===== config.mk =====
export PLATFORM = sky130hd
export DESIGN_NAME = lssld_core
export DESIGN_NICKNAME = d
export VERILOG_FILES = /design/src/logic/lssld_pkg.sv /design/src/logic/lssld_core.sv /design/src/logic/lssld_seq_detect.sv
export VERILOG_INCLUDE_DIRS = /design/src /design/src/logic
export SDC_FILE = /design/constraint.sdc
export NUM_CORES = 1
export LEC_CHECK = 0
export BUFFER_PORTS_ARGS = -buffer_cell sky130_fd_sc_hd__buf_2
export CAP_MARGIN = 40
export CORE_MARGIN = 2
export CORE_UTILIZATION = 40
export DETAILED_ROUTE_END_ITERATION = 6
export HOLD_SLACK_MARGIN = 0.15
export REMOVE_ABC_BUFFERS = 1
export SKIP_CTS_REPAIR_TIMING = 1
export SLEW_MARGIN = 10
export SYNTH_ARGS = -nofsm -noshare
export SYNTH_HDL_FRONTEND = slang
export SYNTH_SLANG_ARGS = --single-unit

===== constraint.sdc =====
create_clock -name clk -period 1.8 [get_ports clk]
set_input_delay 0.09 -clock clk [delete_from_list [all_inputs] [get_ports clk]]
set_output_delay 0.09 -clock clk [all_outputs]
set_load 0.02 [all_outputs]

===== src/logic/lssld_defines.svh =====
// Constants for the LED sink shift/latch/detect block.
// Assumes inclusion by bare name from any design file.
`ifndef LSSLD_DEFINES_SVH
`define LSSLD_DEFINES_SVH
`define LSSLD_CHANNELS 16
// Mode pattern: three strobe/enable pairs sampled on serial clock edges
`define LSSLD_SEQ_LEN 3
`define LSSLD_ENTER_PATTERN 6'h2a
`define LSSLD_EXIT_PATTERN 6'h15
`endif


===== src/logic/lssld_pkg.sv =====
// Types for the LED sink shift/latch/detect block.
// Assumes the defines header is compiled alongside.
package lssld_pkg;
  typedef enum logic [0:0] {
    LSSLD_NORMAL = 1'b0,
    LSSLD_DETECT = 1'b1
  } lssld_mode_t;
endpackage


===== src/logic/lssld_core.sv =====
// LED sink driver control core: shift register, latch, blanking, detect.
// Assumes clk is the serial clock; all pins synchronous to it.
// Overview of operation
// - Sample input, shift on each rising edge except a status load
// - Sixteen sinks driven from parallel latch
// - Last shift stage drives serial output
// - Strobe high in normal mode makes latch transparent
// - Strobe falling freezes latch contents
// - Enable low drives sinks from latch
// - Enable high blanks all sinks
// - Entry pin sequence switches to detect mode
// - Detect mode captures open-circuit status
// - Status read out on serial output
// - Exit sequence returns to normal mode
`timescale 1ns/1ns
`include "lssld_defines.svh"
module lssld_core #(
  parameter int CHANNELS = `LSSLD_CHANNELS,
  parameter int SEQ_LEN = `LSSLD_SEQ_LEN,
  parameter logic [2*SEQ_LEN-1:0] ENTER_PAT = `LSSLD_ENTER_PATTERN,
  parameter logic [2*SEQ_LEN-1:0] EXIT_PAT = `LSSLD_EXIT_PATTERN
) (
  // Clock and reset
  input wire logic clk,
  input wire logic rst_b,
  // Serial link
  input wire logic serial_in,
  output logic serial_out,
  // Control pins
  input wire logic latch_strobe,
  input wire logic oe_b,
  // Per-channel open-circuit sense, high when LED is open
  input wire logic [CHANNELS-1:0] open_sense,
  // Sink drive, high turns a sink on
  output logic [CHANNELS-1:0] sink_outputs,
  // Mode indicator
  output logic detect_mode
);
  lssld_pkg::lssld_mode_t mode_reg; // Current mode
  lssld_pkg::lssld_mode_t mode_next;
  logic [CHANNELS-1:0] shift_reg; // Serial shift chain
  logic [CHANNELS-1:0] shift_next;
  logic [CHANNELS-1:0] latch_reg; // Channel on/off latch
  logic [CHANNELS-1:0] latch_next;
  logic [CHANNELS-1:0] status_reg; // Captured open status, 1 = LED fine
  logic [CHANNELS-1:0] status_next;
  logic strobe_d_reg; // Strobe last edge, for the freeze-on-fall check
  logic sense_valid_reg; // Status captured and waiting to load
  logic sense_valid_next;
  logic enter_hit;
  logic exit_hit;
  logic load_status;
  logic [CHANNELS-1:0] sink_next;
  logic in_detect; // Mode decode, detect side
  logic in_normal; // Mode decode, normal side
  logic capture_en; // Sense window open this edge
  logic latch_open; // Latch transparent this edge
  logic strobe_fall; // Strobe dropped since the last edge
  // Plain shifts since the last status load, saturating at the chain length;
  // only the checks read it, so it costs a handful of flops
  localparam int RUN_W = $clog2(CHANNELS + 1);
  logic [RUN_W-1:0] shift_run_reg;
  logic [RUN_W-1:0] shift_run_next;

  // Mode decode, shared by the datapath and the checks
  function automatic logic mode_is_detect(input lssld_pkg::lssld_mode_t mode);
    return (mode == lssld_pkg::LSSLD_DETECT);
  endfunction

  // Things a user of this core should know:
  // - The real pin set has no reset; rst_b only gives simulation and test a known start.
  // - Strobe and enable double as the mode pattern inputs, so ordinary latch and
  //   blank traffic can hit the entry pattern by chance; the host must keep its
  //   strobe and enable traffic clear of ENTER_PAT unless it means to enter.
  // - In detect mode the strobe no longer moves the latch, so the LEDs keep the
  //   chain as copied on the last entry edge, whose strobe still opens the latch, while probed.
  // - Status is captured on every enabled edge in detect mode and the last capture wins; the
  //   first blanked edge afterwards swaps it into the chain in place of a shift,
  //   so the bit on serial_in at that edge is dropped.
  // - Sinks are registered from the next latch value, so a strobe and an enable
  //   change on one edge show up together at that edge, never as a glitch.

  // Pattern recogniser shared by entry and exit
  lssld_seq_detect #(
    .SEQ_LEN(SEQ_LEN),
    .ENTER_PAT(ENTER_PAT),
    .EXIT_PAT(EXIT_PAT)
  ) u_seq (
    .clk(clk),
    .rst_b(rst_b),
    .latch_strobe(latch_strobe),
    .oe_b(oe_b),
    .enter_hit(enter_hit),
    .exit_hit(exit_hit)
  );

  // Named decodes for the datapath and the checks below
  assign in_detect = mode_is_detect(mode_reg);
  assign in_normal = !in_detect;
  // Sense lines only mean something while the sinks are switched on
  assign capture_en = in_detect && !oe_b;
  // Strobe moves the latch only in normal mode; in detect it is a pattern pin
  assign latch_open = latch_strobe && in_normal;
  // Strobe was high at the last edge and is low now
  assign strobe_fall = strobe_d_reg && !latch_strobe;

  // Mode transitions; exit checked only in detect, entry only in normal
  assign mode_next = (in_normal && enter_hit) ? lssld_pkg::LSSLD_DETECT :
                     (in_detect && exit_hit) ? lssld_pkg::LSSLD_NORMAL :
                     mode_reg;

  // Capture status while enabled in detect mode; good LED reads 1
  assign status_next = capture_en ? ~open_sense : status_reg;
  // Pending flag: set by a capture, cleared by the load; the two cannot meet,
  // as a capture needs enable low and a load needs it high
  assign sense_valid_next = in_detect ? (capture_en | (sense_valid_reg & ~load_status)) : 1'b0;

  // Status loads into the chain once enable goes high after a capture
  assign load_status = in_detect && oe_b && sense_valid_reg;

  // Shift chain: parallel load wins over shift in the load cycle
  assign shift_next = load_status ? status_reg : {shift_reg[CHANNELS-2:0], serial_in};

  // Latch follows the chain while open, else holds; this is the freeze on strobe fall
  assign latch_next = latch_open ? shift_next : latch_reg;

  // Run counter for the cascade check; a load restarts it
  assign shift_run_next = load_status ? '0 :
                          (shift_run_reg == RUN_W'(CHANNELS)) ? shift_run_reg :
                          shift_run_reg + RUN_W'(1);

  // Blanking; in detect mode sinks follow latch so LEDs can be probed
  assign sink_next = oe_b ? '0 : latch_next;

  // Run counter; starts at zero so the cascade check waits a full chain after release
  always_ff @(posedge clk or negedge rst_b) begin
    if (!rst_b) begin
      shift_run_reg <= '0;
    end else begin
      shift_run_reg <= shift_run_next;
    end
  end

  // Mode, status and strobe history
  always_ff @(posedge clk or negedge rst_b) begin
    if (!rst_b) begin
      // Start in normal mode with nothing captured
      mode_reg <= lssld_pkg::LSSLD_NORMAL;
      status_reg <= '0;
      sense_valid_reg <= 1'b0;
      // Idle strobe level, so no false fall follows release
      strobe_d_reg <= 1'b0;
    end else begin
      // All control state advances on every serial edge
      mode_reg <= mode_next;
      status_reg <= status_next;
      sense_valid_reg <= sense_valid_next;
      strobe_d_reg <= latch_strobe;
    end
  end

  // Data path registers
  always_ff @(posedge clk or negedge rst_b) begin
    if (!rst_b) begin
      // Chain, latch and sinks start dark
      shift_reg <= '0;
      latch_reg <= '0;
      sink_outputs <= '0;
    end else begin
      // Chain, latch and sinks move together, so the sinks never lag the latch
      shift_reg <= shift_next;
      latch_reg <= latch_next;
      sink_outputs <= sink_next;
    end
  end

  // Cascade output is the top stage
  assign serial_out = shift_reg[CHANNELS-1];
  assign detect_mode = (mode_reg == lssld_pkg::LSSLD_DETECT);

  // Shift advances by one position
  shift_step_a: assert property (@(posedge clk) disable iff (!rst_b)
    !$past(load_status) |-> shift_reg[CHANNELS-1:1] == $past(shift_reg[CHANNELS-2:0]) && shift_reg[0] == $past(serial_in))
    else $error("shift chain did not advance");

  // Serial out repeats the input a full chain length later when nothing was loaded
  cascade_out_a: assert property (@(posedge clk) disable iff (!rst_b)
    shift_run_reg == RUN_W'(CHANNELS) |-> serial_out == $past(serial_in, CHANNELS))
    else $error("serial out not delayed input");

  // Transparent latch in normal mode
  latch_follow_a: assert property (@(posedge clk) disable iff (!rst_b)
    latch_strobe && mode_reg == lssld_pkg::LSSLD_NORMAL |=> latch_reg == shift_reg)
    else $error("latch not transparent");

  // Latch holds while strobe low
  latch_hold_a: assert property (@(posedge clk) disable iff (!rst_b)
    !latch_strobe |=> $stable(latch_reg))
    else $error("latch changed with strobe low");

  // Enabled sinks follow latch
  sink_drive_a: assert property (@(posedge clk) disable iff (!rst_b)
    !oe_b |=> sink_outputs == latch_reg)
    else $error("sinks do not follow latch");

  // Blanking forces all off
  sink_blank_a: assert property (@(posedge clk) disable iff (!rst_b)
    oe_b |=> sink_outputs == '0)
    else $error("sinks not blanked");

  // Entry pattern switches mode
  mode_enter_a: assert property (@(posedge clk) disable iff (!rst_b)
    !detect_mode && enter_hit |=> detect_mode)
    else $error("detect mode not entered");

  // Exit pattern returns to normal
  mode_exit_a: assert property (@(posedge clk) disable iff (!rst_b)
    detect_mode && exit_hit |=> !detect_mode)
    else $error("normal mode not resumed");

  // Capture on every enabled edge in detect mode
  status_cap_a: assert property (@(posedge clk) disable iff (!rst_b)
    detect_mode && !oe_b |=> status_reg == ~$past(open_sense))
    else $error("status not captured");

  // Status appears on serial output after load
  status_read_a: assert property (@(posedge clk) disable iff (!rst_b)
    load_status |=> serial_out == $past(status_reg[CHANNELS-1]))
    else $error("status not on serial out");

  // Further checks; each follows from the logic above, so they hold
  // for any pin traffic the host may apply

  // Detect mode never moves the latch, strobe or not
  latch_detect_a: assert property (@(posedge clk) disable iff (!rst_b)
    detect_mode |=> $stable(latch_reg))
    else $error("latch moved in detect mode");

  // On a strobe fall the latch keeps what the last open edge copied
  latch_freeze_a: assert property (@(posedge clk) disable iff (!rst_b)
    strobe_fall && $past(in_normal) |-> latch_reg == $past(shift_next))
    else $error("latch not frozen on strobe fall");

  // Status is untouched outside the sense window
  status_keep_a: assert property (@(posedge clk) disable iff (!rst_b)
    !capture_en |=> $stable(status_reg))
    else $error("status changed outside capture");

  // A capture leaves a load pending
  sense_pend_a: assert property (@(posedge clk) disable iff (!rst_b)
    detect_mode && !oe_b |=> sense_valid_reg)
    else $error("capture not marked pending");

  // A load consumes the pending capture
  load_clear_a: assert property (@(posedge clk) disable iff (!rst_b)
    load_status |=> !sense_valid_reg)
    else $error("pending capture not cleared");

  // The whole status word lands in the chain on a load
  chain_load_a: assert property (@(posedge clk) disable iff (!rst_b)
    load_status |=> shift_reg == $past(status_reg))
    else $error("status not loaded into chain");

  // The second status bit follows one edge after the first
  status_out_a: assert property (@(posedge clk) disable iff (!rst_b)
    load_status |=> ##1 serial_out == $past(status_reg[CHANNELS-2], 2))
    else $error("status not shifted out in order");

  // Normal mode keeps no pending capture
  normal_idle_a: assert property (@(posedge clk) disable iff (!rst_b)
    !detect_mode |=> !sense_valid_reg)
    else $error("capture pending in normal mode");

  // Without a pattern hit the mode stays put
  mode_hold_a: assert property (@(posedge clk) disable iff (!rst_b)
    !enter_hit && !exit_hit |=> $stable(detect_mode))
    else $error("mode changed without pattern");

  // Detect mode is only ever reached through the entry pattern
  mode_rise_a: assert property (@(posedge clk) disable iff (!rst_b)
    $rose(detect_mode) |-> $past(enter_hit))
    else $error("detect mode without entry pattern");

  // Normal mode is only ever resumed through the exit pattern
  mode_fall_a: assert property (@(posedge clk) disable iff (!rst_b)
    $fell(detect_mode) |-> $past(exit_hit))
    else $error("normal mode without exit pattern");

  // Sinks only light from a latched one
  sink_source_a: assert property (@(posedge clk) disable iff (!rst_b)
    (sink_outputs & ~latch_reg) == '0)
    else $error("sink on without latched bit");

  // In detect mode enabled sinks show the frozen latch for probing
  sink_probe_a: assert property (@(posedge clk) disable iff (!rst_b)
    detect_mode && !oe_b |=> sink_outputs == $past(latch_reg))
    else $error("sinks not probing latched pattern");

  // Run counter never passes the chain length
  run_limit_a: assert property (@(posedge clk) disable iff (!rst_b)
    !(shift_run_reg > RUN_W'(CHANNELS)))
    else $error("run counter past chain length");
endmodule


===== src/logic/lssld_seq_detect.sv =====
// Pattern recogniser for mode entry and exit.
// Assumes strobe and enable are sampled on rising serial clock edges.
`timescale 1ns/1ns
`include "lssld_defines.svh"
module lssld_seq_detect #(
  parameter int SEQ_LEN = `LSSLD_SEQ_LEN,
  parameter logic [2*SEQ_LEN-1:0] ENTER_PAT = `LSSLD_ENTER_PATTERN,
  parameter logic [2*SEQ_LEN-1:0] EXIT_PAT = `LSSLD_EXIT_PATTERN
) (
  // Clock and reset
  input wire logic clk,
  input wire logic rst_b,
  // Control pins
  input wire logic latch_strobe,
  input wire logic oe_b,
  // Detected patterns
  output logic enter_hit,
  output logic exit_hit
);
  logic [2*SEQ_LEN-1:0] hist_reg; // Strobe/enable history, newest low
  logic [2*SEQ_LEN-1:0] hist_next;

  assign hist_next = {hist_reg[2*SEQ_LEN-3:0], latch_strobe, oe_b};
  // Match on the fresh window so the mode flips on the last edge
  assign enter_hit = (hist_next == ENTER_PAT);
  assign exit_hit = (hist_next == EXIT_PAT);

  // History shift on every edge
  always_ff @(posedge clk or negedge rst_b) begin
    if (!rst_b) begin
      hist_reg <= '0;
    end else begin
      hist_reg <= hist_next;
    end
  end
endmodule


==> run metrics <==
Clock Skews 0.00587 ns; largest cells by area after synthesis dfrtp_1 (70%), mux2_2 (9.9%), mux2_4 (6.0%), nor2b_1 (4.0%), o21ai_0 (3.2%); GRT met3 Usage 2.98%; H-Tree Depth 3; Worst setup SP type flop; DRT iter0 DRCs 96; Pwr per Cell Area 1080 mW/mm2; GR Overflow Total 0; Initial DRT Pass Iterations 3; Die Y 83.2 um; I/O Buffers 38; final hold violations 0; Worst Max-Slew Pin Slew 0.418 ns; worst reg2reg path endpoint sink_outputs[3]; critical path class reg -> reg; FF-to-FF setup slack 0.38 ns; area leader, netlist dfrtp_1; max cap viols 0; Req. time, crit path 2.01 ns; final net count 252; Clk Latency, worst-skew pair 0.33 ns; fill count 511; drt drc 0; most used routing layer met2; Leakage 1.53 nW; Peak VDD IR 514 uV; Root Driver clkbuf_8; pin count of the biggest net entering global routing 71; Worst Hold Class in -> async; initial antenna violation count 0; first-pass GRT wire length 7000 um; CP max FO 16; Reg clk slew, reported paths 0.07 ns; area fraction of the dominant cell type after synthesis 69.9%; grt met1 use 15.9%; post-route cell area 0.00319 mm2; die area 0.00692 mm2; Core Util, Final 53.2%; CP max-delay cell dfrtp_1; shortest period the worst path allows 1.42 ns; most common cell after layout, fill and taps aside dfrtp_1; most frequent cells in the layout dfrtp_1 (70), buf_2 (38), mux2_2 (22), dlygate4sd3_1 (20), nand2_1 (17); worst-case clock buffer depth 2; final setup violating endpoints 0; ports placed on the boundary 39; CTS tree built; total power 0.00343 W; post-route worst setup slack 0.379 ns; row cnt 28; Routed Antenna Nets 0; RSZ-0062 raised after global routing false; fin. max-slew vios 0; register bit total from synthesis 70; Starting Density 41.9%; status finished, final reports clean; post-synthesis cell count 167; Cell Chain, Critical Path nand2b_4, mux2_2, nor2b_1; drt total wl 4050 um; # diodes 0; routability congestion estimate 0.715; Num Clock Sinks 70; Routed wire per std cell 13.0 um; via count 1421; pre-CTS WS 0.378 ns; register area 0.00175 mm2; hpwl dp 2520 um; Critical Path Max Stage Delay 0.44 ns; Die Wd 83.2 um; Final Cycle Share 78.9%; Vias/cell 4.57; Fmax 704 MHz; CP Capture Type flop; Layout area overhead 27.0%; TritonCTS Buffers 9; Distinct cells, synth 19; Core ar. 0.00599 mm2; share of layout cells above drive strength 1 38.1%; vias in the first global route 1486; max_slew headroom 72.1%; setup_tns 0 ns; GR Layer Usage met2 20.7%; Synth Warn # 0; WP data arrival 1.63 ns; R2R cell count 3; synthesized area 0.00251 mm2; synthesized area per cell 15.0 um2; GRT Total Usage 13.1%; reg2reg start detect_mode; Area after DPL 0.00279 mm2; area of the multi-input gates 698 um2; post-synthesis sequential area ratio 69.9%
synth_stat cells:
cell      instances
buf_8             1
buf_4             1
nand3_2           1
buf_6             1
buf_2             1
o41ai_1           1
nand2_1          17
nand2b_4          1
mux2_2           22
a21oi_1           1
clkbuf_1          4
inv_1             1
a41oi_1           1
nor2b_1          16
nor2_1            1
mux2_4           10
o21ai_0          16
dfrtp_1          70
nand2b_1          1
cell families after synthesis:
group                  Yosys count  synth area share [%]
DFF                             70                  69.9
muxes                           32                  15.9
and+or+nand+nor                 37                  7.88
AOI/OAI and AO/OA               19                  4.09
buffers and inverters            9                  2.29
area by class of cell:
type                       count  area share, %
sequential                    70           55.0
multi-input combinational     88           21.9
timing repair buffer          61           13.7
clock buffer                  12           4.87
tap                           75           2.95
clock inverter                 4           1.41
inverter                       1          0.118
per-stage QoR:
stage	hold WS, ns	instances
floorplan	-0.206	159
global placement	0.140	275
detailed placement	0.144	275
CTS	-0.220	291
global route	0.353	311
finish	0.297	311
layer usage:
metal	vias to the layer above	part of all wire [%]
li1	690	-
met1	695	46
met2	26	48
met3	10	3.1
met4	0	2.7
met5	-	0
worst max path at each step:
stage	startpoint	endpoint	depth (start not counted)
finish	detect_mode	sink_outputs[3]	3
global route	detect_mode	sink_outputs[4]	3
CTS	detect_mode	sink_outputs[15]	3
detailed placement	detect_mode	sink_outputs[15]	3
global placement	detect_mode	sink_outputs[2]	3
floorplan	detect_mode	sink_outputs[0]	3
where the power goes:
part	leakage (nW)	switching [W]	total, W	internal (W)
logic	0.563	0.000175	0.000359	0.000184
registers	0.863	0.0000706	0.00182	0.00175
clock network	0.106	0.000545	0.00125	0.000709
worst max-delay path, delay by kind of cell (launching register included):
kind          cells  cell delay, ns
simple gates      2            0.49
flops             1            0.44
mux               1            0.39
Power figures use the tool's default switching activity.
